**src/core/cdmr_pkg.sv**
```systemverilog
// Constants of the codec digital mix router: register map, fields, gains.
// Assumes registers are reached by their offsets on a plain 8-bit address port.
package cdmr_pkg;

   localparam int unsigned ADDR_W    = 8;
   localparam int unsigned REG_W     = 16;
   localparam int unsigned SAMPLE_W  = 24;

   localparam logic [ADDR_W-1:0] IFACE_ROUTE_OFS  = 8'h18;
   localparam logic [ADDR_W-1:0] DAC_SIDETONE_OFS = 8'h20;
   localparam logic [ADDR_W-1:0] ADC_POLARITY_OFS = 8'h26;

   // Interface routing register fields
   localparam int unsigned IR_LDAC_FLIP_BIT = 12;
   localparam int unsigned IR_RDAC_FLIP_BIT = 11;
   localparam int unsigned IR_BOOST_LSB     = 9;
   localparam int unsigned IR_LOUT_SEL_BIT  = 7;
   localparam int unsigned IR_ROUT_SEL_BIT  = 6;
   localparam int unsigned IR_LDAC_SEL_BIT  = 5;
   localparam int unsigned IR_RDAC_SEL_BIT  = 4;
   localparam int unsigned BOOST_W          = 2;

   // Sidetone control register fields
   localparam int unsigned DS_LGAIN_LSB = 8;
   localparam int unsigned DS_RGAIN_LSB = 4;
   localparam int unsigned DS_LSRC_LSB  = 2;
   localparam int unsigned DS_RSRC_LSB  = 0;
   localparam int unsigned GAIN_W       = 4;
   localparam int unsigned SRC_W        = 2;

   // ADC polarity register fields
   localparam int unsigned AP_LFLIP_BIT = 1;
   localparam int unsigned AP_RFLIP_BIT = 0;

   localparam logic [REG_W-1:0] IFACE_ROUTE_RST  = 16'h0050;
   localparam logic [REG_W-1:0] DAC_SIDETONE_RST = 16'h0000;
   localparam logic [REG_W-1:0] ADC_POLARITY_RST = 16'h0000;
   localparam logic [REG_W-1:0] IFACE_ROUTE_MASK  = 16'h1ef0;
   localparam logic [REG_W-1:0] DAC_SIDETONE_MASK = 16'h0fff;
   localparam logic [REG_W-1:0] ADC_POLARITY_MASK = 16'h0003;

   typedef enum logic [SRC_W-1:0] {
      CDMR_ST_NONE  = 2'h0,
      CDMR_ST_LEFT  = 2'h1,
      CDMR_ST_RIGHT = 2'h2,
      CDMR_ST_RSVD  = 2'h3
   } cdmr_st_src_type;

   localparam int unsigned      GAIN_FRAC  = 15;
   localparam int unsigned      GAIN_QW    = 17;
   localparam logic [GAIN_W-1:0] GAIN_UNITY = 4'hc;

   // Linear gain in Q1.15 for each 3 dB step of the sidetone volume code
   function automatic logic [GAIN_QW-1:0] cdmr_gain_q15(input logic [GAIN_W-1:0] code);
      case (code)
         4'h0:    cdmr_gain_q15 = 17'h00207;
         4'h1:    cdmr_gain_q15 = 17'h002de;
         4'h2:    cdmr_gain_q15 = 17'h0040c;
         4'h3:    cdmr_gain_q15 = 17'h005b8;
         4'h4:    cdmr_gain_q15 = 17'h00813;
         4'h5:    cdmr_gain_q15 = 17'h00b68;
         4'h6:    cdmr_gain_q15 = 17'h0101d;
         4'h7:    cdmr_gain_q15 = 17'h016c3;
         4'h8:    cdmr_gain_q15 = 17'h02027;
         4'h9:    cdmr_gain_q15 = 17'h02d6b;
         4'ha:    cdmr_gain_q15 = 17'h04027;
         4'hb:    cdmr_gain_q15 = 17'h05a9e;
         default: cdmr_gain_q15 = 17'h08000;
      endcase
   endfunction

endpackage

```
**src/core/cdmr_lane_if.sv**
```systemverilog
// Carrier between the router core and one DAC lane.
// Assumes the core drives selects and samples, the lane returns its result.
`timescale 1ns/10ps
interface cdmr_lane_if #(parameter int unsigned W = 24);
   logic signed [W-1:0] iface_l;
   logic signed [W-1:0] iface_r;
   logic                in_valid;
   logic                in_sel;
   logic                flip;
   logic [1:0]          boost;
   logic signed [W-1:0] sidetone;
   logic signed [W-1:0] out_data;
   logic                out_valid;

   modport lane (input iface_l, iface_r, in_valid, in_sel, flip, boost, sidetone,
                 output out_data, out_valid);
   modport core (output iface_l, iface_r, in_valid, in_sel, flip, boost, sidetone,
                 input out_data, out_valid);
endinterface // cdmr_lane_if

```
**src/core/cdmr_sidetone_scale.sv**
```systemverilog
// Sidetone source pick and volume scaling for one DAC channel.
// Assumes the ADC samples given are held post-filter words.
`timescale 1ns/10ps
module cdmr_sidetone_scale
   import cdmr_pkg::*;
#(
   parameter int unsigned W = cdmr_pkg::SAMPLE_W
) (
   input  wire logic                          clk,
   input  wire logic                          rst,
   input  wire logic signed [W-1:0]           adc_l,
   input  wire logic signed [W-1:0]           adc_r,
   input  wire logic [cdmr_pkg::SRC_W-1:0]    source,
   input  wire logic [cdmr_pkg::GAIN_W-1:0]   gain,
   input  wire logic                          enable,
   output logic signed [W-1:0]                scaled
);
   logic signed [W-1:0]  pick;
   logic signed [W+17:0] prod;

   always_comb begin
      unique case (cdmr_st_src_type'(source))
         CDMR_ST_LEFT:  pick = adc_l;
         CDMR_ST_RIGHT: pick = adc_r;
         default:       pick = '0;
      endcase
      if (!enable) begin
         pick = '0;
      end
      prod = (W+18)'(pick) * (W+18)'($signed({1'b0, cdmr_gain_q15(gain)}));
   end

   // Unity gain is exactly 2^15, so the top code never overflows the word
   always_ff @(posedge clk) begin
      if (rst) begin
         scaled <= '0;
      end else begin
         scaled <= prod[GAIN_FRAC +: W];
      end
   end
endmodule // cdmr_sidetone_scale

```
**src/core/cdmr_dac_lane.sv**
```systemverilog
// One DAC data path: source select, polarity, boost, sidetone add, clamp.
// Assumes one word per in_valid; the result appears one cycle later.
`timescale 1ns/10ps
module cdmr_dac_lane
   import cdmr_pkg::*;
#(
   parameter int unsigned W = cdmr_pkg::SAMPLE_W
) (
   input  wire logic clk,
   input  wire logic rst,
   cdmr_lane_if.lane lane
);
   localparam int unsigned EW = W + 5;
   localparam logic signed [EW-1:0] MAX_E = {{(EW-W+1){1'b0}}, {(W-1){1'b1}}};
   localparam logic signed [EW-1:0] MIN_E = ~MAX_E;

   logic signed [EW-1:0] picked;
   logic signed [EW-1:0] flipped;
   logic signed [EW-1:0] boosted;
   logic signed [EW-1:0] summed;
   logic signed [W-1:0]  clamped;

   // Wide arithmetic so only the final sum needs clamping
   always_comb begin
      picked  = EW'(lane.in_sel ? lane.iface_r : lane.iface_l);
      flipped = lane.flip ? -picked : picked;
      boosted = flipped <<< lane.boost;
      summed  = boosted + EW'(lane.sidetone);
      if (summed > MAX_E) begin
         clamped = MAX_E[W-1:0];
      end else if (summed < MIN_E) begin
         clamped = MIN_E[W-1:0];
      end else begin
         clamped = summed[W-1:0];
      end
   end

   always_ff @(posedge clk) begin
      if (rst) begin
         lane.out_data  <= '0;
         lane.out_valid <= 1'b0;
      end else begin
         lane.out_valid <= lane.in_valid;
         if (lane.in_valid) begin
            lane.out_data <= clamped;
         end
      end
   end
endmodule // cdmr_dac_lane

```
**src/core/cdmr_mix_router.sv**
```systemverilog
// Digital mixing core: ADC to interface routing, interface to DAC routing
// with boost and sidetone. Assumes sample strobes and a plain register port
// synchronous to clk.
`timescale 1ns/10ps

// Operation
// - Bit 7 picks left interface output source: left ADC or right ADC.
// - Bit 6 picks right interface output source; resets to right ADC.
// - ADC polarity bit 1 negates left ADC samples before routing.
// - ADC polarity bit 0 negates right ADC samples before routing.
// - Routing bit 12 inverts the left DAC data path.
// - Routing bit 11 inverts the right DAC data path.
// - Bit 5 picks left DAC input: left or right interface channel.
// - Bit 4 picks right DAC input; resets to right interface channel.
// - Bits 10:9 boost interface DAC data by 0, 6, 12 or 18 dB.
// - Sidetone only when ADC and DAC share one sample rate.
// - Scaled sidetone is added to each DAC channel's interface data.
// - Sidetone is taken after the ADC high-pass filter.
// - Bits 3:2 pick left DAC sidetone source: none, left, right.
// - Bits 1:0 pick right DAC sidetone source with the same coding.
// - Sidetone volumes: left at bits 11:8, right at bits 7:4.
// - Volume steps 3 dB from -36 dB; codes 12 to 15 give 0 dB.
module cdmr_mix_router
   import cdmr_pkg::*;
#(
   parameter int unsigned W = cdmr_pkg::SAMPLE_W
) (
   input  wire logic                          clk,
   input  wire logic                          rst,
   input  wire logic [cdmr_pkg::ADDR_W-1:0]   reg_addr,
   input  wire logic [cdmr_pkg::REG_W-1:0]    reg_wdata,
   input  wire logic                          reg_wr,
   input  wire logic                          reg_rd,
   output logic [cdmr_pkg::REG_W-1:0]         reg_rdata,
   input  wire logic signed [W-1:0]           adc_l_hpf,
   input  wire logic signed [W-1:0]           adc_r_hpf,
   input  wire logic                          adc_valid,
   input  wire logic                          rates_match,
   input  wire logic signed [W-1:0]           iface_l_in,
   input  wire logic signed [W-1:0]           iface_r_in,
   input  wire logic                          iface_in_valid,
   output logic signed [W-1:0]                iface_l_out,
   output logic signed [W-1:0]                iface_r_out,
   output logic                               iface_out_valid,
   output logic signed [W-1:0]                dac_l_data,
   output logic signed [W-1:0]                dac_r_data,
   output logic                               dac_valid
);
   import cdmr_pkg::*;

   localparam logic signed [W-1:0] MAX_S = {1'b0, {(W-1){1'b1}}};
   localparam logic signed [W-1:0] MIN_S = ~MAX_S;

   logic [REG_W-1:0]     iface_route_q;
   logic [REG_W-1:0]     dac_sidetone_q;
   logic [REG_W-1:0]     adc_polarity_q;
   logic signed [W-1:0]  adc_l_q;
   logic signed [W-1:0]  adc_r_q;
   logic signed [W-1:0]  adc_l_pol;
   logic signed [W-1:0]  adc_r_pol;

   logic                 iface_left_out_select;
   logic                 iface_right_out_select;
   logic                 left_adc_polarity_flip;
   logic                 right_adc_polarity_flip;
   logic [BOOST_W-1:0]   dac_boost;
   logic [1:0]           dac_in_sel;
   logic [1:0]           dac_flip;
   logic [SRC_W-1:0]     st_src [2];
   logic [GAIN_W-1:0]    st_gain [2];
   logic signed [W-1:0]  st_scaled [2];
   logic signed [W-1:0]  lane_out [2];
   logic [1:0]           lane_valid;

   // Field decode
   assign iface_left_out_select   = iface_route_q[IR_LOUT_SEL_BIT];
   assign iface_right_out_select  = iface_route_q[IR_ROUT_SEL_BIT];
   assign left_adc_polarity_flip  = adc_polarity_q[AP_LFLIP_BIT];
   assign right_adc_polarity_flip = adc_polarity_q[AP_RFLIP_BIT];
   assign dac_boost     = iface_route_q[IR_BOOST_LSB +: BOOST_W];
   assign dac_in_sel[0] = iface_route_q[IR_LDAC_SEL_BIT];
   assign dac_in_sel[1] = iface_route_q[IR_RDAC_SEL_BIT];
   assign dac_flip[0]   = iface_route_q[IR_LDAC_FLIP_BIT];
   assign dac_flip[1]   = iface_route_q[IR_RDAC_FLIP_BIT];
   assign st_src[0]     = dac_sidetone_q[DS_LSRC_LSB +: SRC_W];
   assign st_src[1]     = dac_sidetone_q[DS_RSRC_LSB +: SRC_W];
   assign st_gain[0]    = dac_sidetone_q[DS_LGAIN_LSB +: GAIN_W];
   assign st_gain[1]    = dac_sidetone_q[DS_RGAIN_LSB +: GAIN_W];

   // Register writes; unused bits are never stored so they read as zero
   always_ff @(posedge clk) begin
      if (rst) begin
         iface_route_q <= IFACE_ROUTE_RST;
      end else if (reg_wr && reg_addr == IFACE_ROUTE_OFS) begin
         iface_route_q <= reg_wdata & IFACE_ROUTE_MASK;
      end
   end

   always_ff @(posedge clk) begin
      if (rst) begin
         dac_sidetone_q <= DAC_SIDETONE_RST;
      end else if (reg_wr && reg_addr == DAC_SIDETONE_OFS) begin
         dac_sidetone_q <= reg_wdata & DAC_SIDETONE_MASK;
      end
   end

   always_ff @(posedge clk) begin
      if (rst) begin
         adc_polarity_q <= ADC_POLARITY_RST;
      end else if (reg_wr && reg_addr == ADC_POLARITY_OFS) begin
         adc_polarity_q <= reg_wdata & ADC_POLARITY_MASK;
      end
   end

   // Read data stands only in the cycle after the strobe; unmapped reads zero
   always_ff @(posedge clk) begin
      if (rst) begin
         reg_rdata <= '0;
      end else if (reg_rd) begin
         case (reg_addr)
            IFACE_ROUTE_OFS:  reg_rdata <= iface_route_q;
            DAC_SIDETONE_OFS: reg_rdata <= dac_sidetone_q;
            ADC_POLARITY_OFS: reg_rdata <= adc_polarity_q;
            default:          reg_rdata <= '0;
         endcase
      end else begin
         reg_rdata <= '0;
      end
   end

   // Negating full-scale negative would wrap, so it clamps to positive full scale
   function automatic logic signed [W-1:0] neg_sat(input logic signed [W-1:0] x);
      neg_sat = (x == MIN_S) ? MAX_S : -x;
   endfunction

   assign adc_l_pol = left_adc_polarity_flip  ? neg_sat(adc_l_hpf) : adc_l_hpf;
   assign adc_r_pol = right_adc_polarity_flip ? neg_sat(adc_r_hpf) : adc_r_hpf;

   always_ff @(posedge clk) begin
      if (rst) begin
         iface_l_out     <= '0;
         iface_r_out     <= '0;
         iface_out_valid <= 1'b0;
      end else begin
         iface_out_valid <= adc_valid;
         if (adc_valid) begin
            iface_l_out <= iface_left_out_select  ? adc_r_pol : adc_l_pol;
            iface_r_out <= iface_right_out_select ? adc_r_pol : adc_l_pol;
         end
      end
   end

   // Sidetone uses the unflipped high-pass output, held between ADC strobes
   always_ff @(posedge clk) begin
      if (rst) begin
         adc_l_q <= '0;
         adc_r_q <= '0;
      end else if (adc_valid) begin
         adc_l_q <= adc_l_hpf;
         adc_r_q <= adc_r_hpf;
      end
   end

   for (genvar i = 0; i < 2; i++) begin : g_lane
      cdmr_lane_if #(.W(W)) lane_bus ();

      // Mismatched rates would smear the sidetone, so it is held off
      cdmr_sidetone_scale #(.W(W)) u_scale (
         .clk    (clk),
         .rst    (rst),
         .adc_l  (adc_l_q),
         .adc_r  (adc_r_q),
         .source (st_src[i]),
         .gain   (st_gain[i]),
         .enable (rates_match),
         .scaled (st_scaled[i])
      );

      assign lane_bus.iface_l  = iface_l_in;
      assign lane_bus.iface_r  = iface_r_in;
      assign lane_bus.in_valid = iface_in_valid;
      assign lane_bus.in_sel   = dac_in_sel[i];
      assign lane_bus.flip     = dac_flip[i];
      assign lane_bus.boost    = dac_boost;
      assign lane_bus.sidetone = st_scaled[i];
      assign lane_out[i]       = lane_bus.out_data;
      assign lane_valid[i]     = lane_bus.out_valid;

      cdmr_dac_lane #(.W(W)) u_lane (
         .clk  (clk),
         .rst  (rst),
         .lane (lane_bus.lane)
      );
   end

   assign dac_l_data = lane_out[0];
   assign dac_r_data = lane_out[1];
   assign dac_valid  = &lane_valid;

   property p_left_out_route;
      @(posedge clk) disable iff (rst)
      adc_valid && iface_left_out_select && !right_adc_polarity_flip
      |=> iface_out_valid && iface_l_out == $past(adc_r_hpf);
   endproperty
   a_left_out_route: assert property (p_left_out_route)
      else $error("left interface output not from selected ADC");

   property p_right_out_route;
      @(posedge clk) disable iff (rst)
      adc_valid && !iface_right_out_select && !left_adc_polarity_flip
      |=> iface_r_out == $past(adc_l_hpf);
   endproperty
   a_right_out_route: assert property (p_right_out_route)
      else $error("right interface output not from selected ADC");

   property p_left_adc_flip;
      @(posedge clk) disable iff (rst)
      adc_valid && !iface_left_out_select && left_adc_polarity_flip && adc_l_hpf != MIN_S
      |=> iface_l_out == -$past(adc_l_hpf);
   endproperty
   a_left_adc_flip: assert property (p_left_adc_flip)
      else $error("left ADC sample not negated");

   property p_right_adc_flip;
      @(posedge clk) disable iff (rst)
      adc_valid && iface_right_out_select && right_adc_polarity_flip && adc_r_hpf != MIN_S
      |=> iface_r_out == -$past(adc_r_hpf);
   endproperty
   a_right_adc_flip: assert property (p_right_adc_flip)
      else $error("right ADC sample not negated");

   property p_left_dac_flip;
      @(posedge clk) disable iff (rst)
      iface_in_valid && dac_flip[0] && !dac_in_sel[0] && dac_boost == '0
         && st_scaled[0] == '0 && iface_l_in != MIN_S
      |=> dac_valid && dac_l_data == -$past(iface_l_in);
   endproperty
   a_left_dac_flip: assert property (p_left_dac_flip)
      else $error("left DAC path not inverted");

   property p_right_dac_flip;
      @(posedge clk) disable iff (rst)
      iface_in_valid && dac_flip[1] && dac_in_sel[1] && dac_boost == '0
         && st_scaled[1] == '0 && iface_r_in != MIN_S
      |=> dac_r_data == -$past(iface_r_in);
   endproperty
   a_right_dac_flip: assert property (p_right_dac_flip)
      else $error("right DAC path not inverted");

   property p_left_dac_select;
      @(posedge clk) disable iff (rst)
      iface_in_valid && dac_in_sel[0] && !dac_flip[0] && dac_boost == '0
         && st_scaled[0] == '0
      |=> dac_l_data == $past(iface_r_in);
   endproperty
   a_left_dac_select: assert property (p_left_dac_select)
      else $error("left DAC input not from selected channel");

   property p_right_dac_select;
      @(posedge clk) disable iff (rst)
      iface_in_valid && !dac_in_sel[1] && !dac_flip[1] && dac_boost == '0
         && st_scaled[1] == '0
      |=> dac_r_data == $past(iface_l_in);
   endproperty
   a_right_dac_select: assert property (p_right_dac_select)
      else $error("right DAC input not from selected channel");

   property p_boost_six;
      @(posedge clk) disable iff (rst)
      iface_in_valid && !dac_in_sel[0] && !dac_flip[0] && dac_boost == 2'h1
         && st_scaled[0] == '0 && iface_l_in[W-1:W-3] == 3'h0
      |=> dac_l_data == ($past(iface_l_in) <<< 1);
   endproperty
   a_boost_six: assert property (p_boost_six)
      else $error("6 dB boost not a doubling");

   property p_sidetone_add;
      @(posedge clk) disable iff (rst)
      iface_in_valid && !dac_in_sel[0] && !dac_flip[0] && dac_boost == '0
         && iface_l_in == '0
      |=> dac_l_data == $past(st_scaled[0]);
   endproperty
   a_sidetone_add: assert property (p_sidetone_add)
      else $error("sidetone not added to left DAC data");

   property p_rate_gate;
      @(posedge clk) disable iff (rst)
      !rates_match |=> st_scaled[0] == '0 && st_scaled[1] == '0;
   endproperty
   a_rate_gate: assert property (p_rate_gate)
      else $error("sidetone active under mismatched rates");

   property p_sidetone_tap;
      @(posedge clk) disable iff (rst)
      adc_valid ##1 (rates_match && st_src[0] == CDMR_ST_LEFT && st_gain[0] >= GAIN_UNITY)
      |=> st_scaled[0] == $past(adc_l_hpf, 2);
   endproperty
   a_sidetone_tap: assert property (p_sidetone_tap)
      else $error("sidetone not tapped from filtered ADC sample");

   property p_left_src_none;
      @(posedge clk) disable iff (rst)
      st_src[0] == CDMR_ST_NONE || st_src[0] == CDMR_ST_RSVD |=> st_scaled[0] == '0;
   endproperty
   a_left_src_none: assert property (p_left_src_none)
      else $error("left sidetone present with no source");

   property p_right_src_right;
      @(posedge clk) disable iff (rst)
      rates_match && st_src[1] == CDMR_ST_RIGHT && st_gain[1] == 4'hf
      |=> st_scaled[1] == $past(adc_r_q);
   endproperty
   a_right_src_right: assert property (p_right_src_right)
      else $error("right sidetone not from right ADC at unity");

   property p_gain_floor;
      @(posedge clk) disable iff (rst)
      rates_match && st_src[1] == CDMR_ST_LEFT && st_gain[1] == '0 && adc_l_q == MAX_S
      |=> st_scaled[1] == W'((W+18)'(MAX_S) * 519 >>> GAIN_FRAC);
   endproperty
   a_gain_floor: assert property (p_gain_floor)
      else $error("lowest sidetone volume not -36 dB");

   property p_saturate;
      @(posedge clk) disable iff (rst)
      iface_in_valid && !dac_in_sel[0] && !dac_flip[0] && dac_boost == 2'h3
         && iface_l_in == MAX_S && st_scaled[0] >= 0
      |=> dac_l_data == MAX_S;
   endproperty
   a_saturate: assert property (p_saturate)
      else $error("boosted DAC sum wrapped instead of clamping");

   property p_read_answer;
      @(posedge clk) disable iff (rst)
      reg_rd && reg_addr == IFACE_ROUTE_OFS |=> reg_rdata == $past(iface_route_q)
         ##1 ($past(reg_rd) || reg_rdata == '0);
   endproperty
   a_read_answer: assert property (p_read_answer)
      else $error("register read answer wrong or held too long");

endmodule // cdmr_mix_router

```
**config.mk**
```make
export PLATFORM = sky130hd
export DESIGN_NAME = cdmr_mix_router
export DESIGN_NICKNAME = d
export VERILOG_FILES = /design/src/core/cdmr_pkg.sv /design/src/core/cdmr_lane_if.sv /design/src/core/cdmr_sidetone_scale.sv /design/src/core/cdmr_dac_lane.sv /design/src/core/cdmr_mix_router.sv
export SDC_FILE = /design/constraint.sdc
export NUM_CORES = 2
export LEC_CHECK = 0
export BUFFER_PORTS_ARGS = -buffer_cell sky130_fd_sc_hd__buf_2
export CORE_MARGIN = 3
export CORE_UTILIZATION = 45
export CTS_BUF_LIST = sky130_fd_sc_hd__clkbuf_2
export DETAILED_ROUTE_END_ITERATION = 10
export SKIP_CTS_REPAIR_TIMING = 1
export SLEW_MARGIN = 40
export SYNTH_ARGS = -nofsm -noshare
export SYNTH_HDL_FRONTEND = slang
export SYNTH_SLANG_ARGS = --single-unit
```
**constraint.sdc**
```tcl
create_clock -name clk -period 21.5 [get_ports clk]
set_input_delay 4.3 -clock clk [delete_from_list [all_inputs] [get_ports clk]]
set_output_delay 4.3 -clock clk [all_outputs]
set_load 0.005 [all_outputs]
```
==> report_table.html <==
<table>
<tr><th>Metric</th><th>Value</th></tr>
<tr><th colspan="2">Outcome</th></tr>
<tr><td>Run status</td><td>completed</td></tr>
<tr><th colspan="2">Global route</th></tr>
<tr><td>Number of global-route vias before repair</td><td>35300</td></tr>
<tr><td>Maximum number of pins on one net before global-route repair</td><td>92</td></tr>
<tr><td>Global-route wire length before repair</td><td>196000 microns</td></tr>
<tr><td>All-layer global routing usage</td><td>24.8%</td></tr>
<tr><td>Antenna violations before repair</td><td>9</td></tr>
<tr><td>Total gr overflow</td><td>0</td></tr>
<tr><th colspan="2">STA</th></tr>
<tr><td>Final Slew Violations</td><td>0</td></tr>
<tr><td>Final worst clock skew</td><td>146 ps</td></tr>
<tr><td>Final Cycle Share</td><td>48.3%</td></tr>
<tr><td>RSZ-0062 raised after global routing</td><td>no</td></tr>
<tr><td>Highest clock frequency the design can meet</td><td>0.0962 GHz</td></tr>
<tr><td>Post-layout minimum cycle time</td><td>10390 ps</td></tr>
<tr><td>Least-Margin Pin Slew</td><td>900 ps</td></tr>
<tr><td>Final setup vio count</td><td>0</td></tr>
<tr><td>Setup TNS</td><td>0 ps</td></tr>
<tr><td>Count of endpoints failing hold in the final timing report</td><td>0</td></tr>
<tr><td>Remaining max-slew budget at the tightest pin</td><td>39.9%</td></tr>
<tr><th colspan="2">Place</th></tr>
<tr><td>Quantity of I/O buffers inserted on ports</td><td>234</td></tr>
<tr><td>Post-detailed-placement half-perimeter wirelength</td><td>92600 microns</td></tr>
<tr><td>Routability-driven placement congestion ratio</td><td>0.912</td></tr>
<tr><th colspan="2">Critical path</th></tr>
<tr><td>Buffers and inverters on the worst path</td><td>6</td></tr>
<tr><td>Sort of element at the end of the critical path</td><td>register</td></tr>
<tr><td>Worst reg2reg path depth</td><td>28</td></tr>
<tr><td>Data required time of the worst path</td><td>22410 ps</td></tr>
<tr><td>Slowest-stage cell, CP</td><td>sky130_fd_sc_hd__fa_1</td></tr>
<tr><td>Worst path depth</td><td>26</td></tr>
<tr><td>Crit path largest cell delay</td><td>530 ps</td></tr>
<tr><td>CP Data Arrival Time</td><td>11300 ps</td></tr>
<tr><td>Top cell by count, worst path</td><td>sky130_fd_sc_hd__fa_1</td></tr>
<tr><td>Kind of critical path</td><td>input port to register</td></tr>
<tr><td>Maximum fanout along the worst path</td><td>24</td></tr>
<tr><td>Setup crit start kind</td><td>input port</td></tr>
<tr><td>Crit-path leading delay family</td><td>adder cells</td></tr>
<tr><th colspan="2">Logic synthesis</th></tr>
<tr><td>Flip-flop and latch count after synthesis</td><td>261</td></tr>
<tr><td>Number of distinct library cell variants in the gate-level netlist after synthesis</td><td>93</td></tr>
<tr><td>Proportion of register bits with asynchronous set or reset after synthesis</td><td>0%</td></tr>
<tr><td>Total of warnings raised by yosys</td><td>0</td></tr>
<tr><td>Cell count after synthesis</td><td>5111</td></tr>
<tr><td>Sequential cell area fraction in the yosys report</td><td>12.1%</td></tr>
<tr><td>EDFF count, synth</td><td>0</td></tr>
<tr><td>Most frequently used flop master after synthesis</td><td>sky130_fd_sc_hd__dfxtp_1</td></tr>
<tr><td>Synthesized area divided by synthesized cell count</td><td>8.47 sq um</td></tr>
<tr><td>Area of the mapped netlist</td><td>43300 sq um</td></tr>
<tr><th colspan="2">Power</th></tr>
<tr><td>Cell leakage power</td><td>0.0233 uW</td></tr>
<tr><td>Power per Cell Area</td><td>22.9 nW/um^2</td></tr>
<tr><td>Peak VDD IR</td><td>0.0000338 V</td></tr>
<tr><td>Overall Power</td><td>1070 uW</td></tr>
<tr><th colspan="2">Finish</th></tr>
<tr><td>Post-layout utilization of the core</td><td>48.9%</td></tr>
<tr><td>Most common cell after layout, fill and taps aside</td><td>sky130_fd_sc_hd__inv_1</td></tr>
<tr><td>Most frequent cells in the layout</td><td>sky130_fd_sc_hd__inv_1, sky130_fd_sc_hd__fa_1, sky130_fd_sc_hd__nand2_1, sky130_fd_sc_hd__nor2_1, sky130_fd_sc_hd__and2_1</td></tr>
<tr><td>Signed area change from the synthesized netlist to the final layout</td><td>7.35%</td></tr>
<tr><td>Fraction of layout instances using a drive strength above 1</td><td>10.8%</td></tr>
<tr><td>Post-layout net count</td><td>6346</td></tr>
<tr><td>Filler Cell Count</td><td>9265</td></tr>
<tr><td>Register area</td><td>5240 sq um</td></tr>
<tr><td>Footprint of the multi-input gates</td><td>33600 sq um</td></tr>
<tr><th colspan="2">Route</th></tr>
<tr><td>Wire length on met1</td><td>56400 microns</td></tr>
<tr><td>Routed len/inst</td><td>18.6 microns</td></tr>
<tr><td>Number of vias per cell after detailed routing</td><td>5.29</td></tr>
<tr><td>Via count</td><td>34700</td></tr>
<tr><td>Count of unresolved DRC violations after routing</td><td>0</td></tr>
<tr><td>Highest Signal Layer</td><td>met5</td></tr>
<tr><td>Violation count after the first detailed-route iteration</td><td>2421</td></tr>
<tr><td>Total met2 wirelength after detailed routing</td><td>52300 microns</td></tr>
<tr><td>Router iterations before antenna repair</td><td>5</td></tr>
<tr><td>Routed wire length</td><td>122000 microns</td></tr>
<tr><td>Antenna viol nets, final</td><td>0</td></tr>
<tr><td>WL met3</td><td>10300 microns</td></tr>
<tr><th colspan="2">CTS</th></tr>
<tr><td>Clock tree root buffer cell</td><td>sky130_fd_sc_hd__clkbuf_2</td></tr>
<tr><td>Number of H-tree levels</td><td>3</td></tr>
<tr><td>CTS tree</td><td>done</td></tr>
<tr><td>Number of clock sinks seen by CTS</td><td>261</td></tr>
<tr><td>Clock latency on the worst-skew pair</td><td>1150 ps</td></tr>
<tr><td>Clock edge transition at the registers on the reported setup and hold paths</td><td>100 ps</td></tr>
<tr><td>Number of buffers added by the clock tree synthesis step</td><td>73</td></tr>
<tr><td>Maximum count of clock buffers along a single path</td><td>3</td></tr>
<tr><th colspan="2">Hold path</th></tr>
<tr><td>Worst min-delay path category</td><td>register to register</td></tr>
<tr><td>Instance count along the most critical hold path</td><td>1</td></tr>
<tr><th colspan="2">Floorplanning</th></tr>
<tr><td>Width of the chip</td><td>316 microns</td></tr>
<tr><td>Number of cell rows</td><td>113</td></tr>
<tr><td>Core footprint</td><td>95200 sq um</td></tr>
<tr><td>Initial core utilization</td><td>45.5%</td></tr>
<tr><td>Die outline height</td><td>316 microns</td></tr>
<tr><td>Die footprint</td><td>100000 sq um</td></tr>
<tr><td># IOs</td><td>241</td></tr>
<tr><th colspan="2">Job</th></tr>
<tr><td>Max-capacitance violation count</td><td>0</td></tr>
</table>
==> cells in the mapped netlist (9+ instances only) <==
| cell type | instances | area share, % |
|---|---|---|
| sky130_fd_sc_hd__or3_1 | 34 | 0.49 |
| sky130_fd_sc_hd__a21oi_2 | 21 | 0.42 |
| sky130_fd_sc_hd__a31oi_1 | 17 | 0.25 |
| sky130_fd_sc_hd__buf_2 | 11 | 0.13 |
| sky130_fd_sc_hd__nor2_1 | 405 | 3.5 |
| sky130_fd_sc_hd__fa_1 | 718 | 33 |
| sky130_fd_sc_hd__or2_2 | 14 | 0.20 |
| sky130_fd_sc_hd__o41ai_1 | 9 | 0.18 |
| sky130_fd_sc_hd__o32ai_2 | 19 | 0.71 |
| sky130_fd_sc_hd__and2_1 | 307 | 4.4 |
| sky130_fd_sc_hd__mux2i_1 | 174 | 4.0 |
| sky130_fd_sc_hd__a211oi_1 | 23 | 0.40 |
| sky130_fd_sc_hd__nand2_1 | 609 | 5.3 |
| sky130_fd_sc_hd__nand2b_1 | 21 | 0.30 |
| sky130_fd_sc_hd__o21ai_0 | 133 | 1.5 |
| sky130_fd_sc_hd__o22ai_1 | 18 | 0.26 |
| sky130_fd_sc_hd__o21ai_1 | 24 | 0.28 |
| sky130_fd_sc_hd__nor3b_1 | 20 | 0.35 |
| sky130_fd_sc_hd__dfxtp_1 | 261 | 12 |
| sky130_fd_sc_hd__ha_1 | 256 | 7.4 |
| sky130_fd_sc_hd__nand4_1 | 10 | 0.14 |
| sky130_fd_sc_hd__xnor2_1 | 119 | 2.4 |
| sky130_fd_sc_hd__or4_1 | 9 | 0.16 |
| sky130_fd_sc_hd__o21a_1 | 13 | 0.23 |
| sky130_fd_sc_hd__nor3_1 | 73 | 0.84 |
| sky130_fd_sc_hd__and3_1 | 21 | 0.30 |
| sky130_fd_sc_hd__clkbuf_1 | 226 | 2.0 |
| sky130_fd_sc_hd__inv_1 | 931 | 8.1 |
| sky130_fd_sc_hd__mux2_2 | 17 | 0.44 |
| sky130_fd_sc_hd__xor2_1 | 83 | 1.7 |
| sky130_fd_sc_hd__nand3_1 | 39 | 0.45 |
| sky130_fd_sc_hd__nor2b_1 | 10 | 0.14 |
| sky130_fd_sc_hd__o31ai_1 | 20 | 0.35 |
| sky130_fd_sc_hd__buf_1 | 10 | 0.087 |
| sky130_fd_sc_hd__o211ai_1 | 14 | 0.24 |
| sky130_fd_sc_hd__a21o_1 | 50 | 0.87 |
| sky130_fd_sc_hd__a21oi_1 | 170 | 2.0 |
| sky130_fd_sc_hd__a22oi_1 | 58 | 1.0 |
==> metal layers <==
layer / track usage [%] / vias to the layer above
li1: - / 16300
met3: 5.25 / 174
met1: 36.1 / 17000
met4: 6.19 / 14
met5: 0 / -
met2: 37.6 / 1204
==> per-stage QoR <==
stage / setup slack [ps] / area [sq um] / std cells / hold slack [ps]
CTS: 11210 / 46500 / 6562 / 425
floorplan: 10870 / 43300 / 5113 / 452
detailed placement: 9990 / 45800 / 6435 / 464
global route: 10870 / 46500 / 6563 / 472
finish: 11110 / 46500 / 6565 / 465
global placement: 9570 / 45700 / 6433 / 460
==> path summary, 6_finish.rpt <==
kind                startpoint                      endpoint  slack [ps]
min reg2reg  dac_sidetone_q[3]                  reg_rdata[3]         470
max                rates_match  g_lane[1].u_scale.scaled[21]       11110
min          dac_sidetone_q[3]                  reg_rdata[3]         470
max reg2reg  dac_sidetone_q[0]  g_lane[1].u_scale.scaled[21]       13660
==> power by group <==
part	leakage (uW)	switching, uW	internal [uW]	total [uW]
sequential	0.00214	11.4	503	514
combinational	0.0207	100	65.9	166
clock	0.000504	233	153	386
total	0.0233	345	721	1070
==> cell type report <==
class	count	area share, %
flip-flops and latches	261	11.3
well taps	1265	3.40
diodes	3	0.0161
repair buffers	321	4.00
multi-input cells	3655	72.3
clock buffers	99	1.07
inverters	933	7.53
clock inverters	28	0.406
==> cell families (layout without fill, tap and decap cells) <==
group                      count (synthesis)  in the layout  share of synthesized area [%]
AOI/OAI and AO/OA                        667            667                           10.4
xor gates and xnor gates                 202            202                           4.09
adders and majority gates                974            974                           40.6
muxes                                    195            195                           4.67
buffers and inverters                   1197           1381                           10.7
other                                      1              6                        0.00866
DFF                                      261            261                           12.1
and+or+nand+nor                         1614           1614                           17.5
Power figures use the tool's default switching activity.
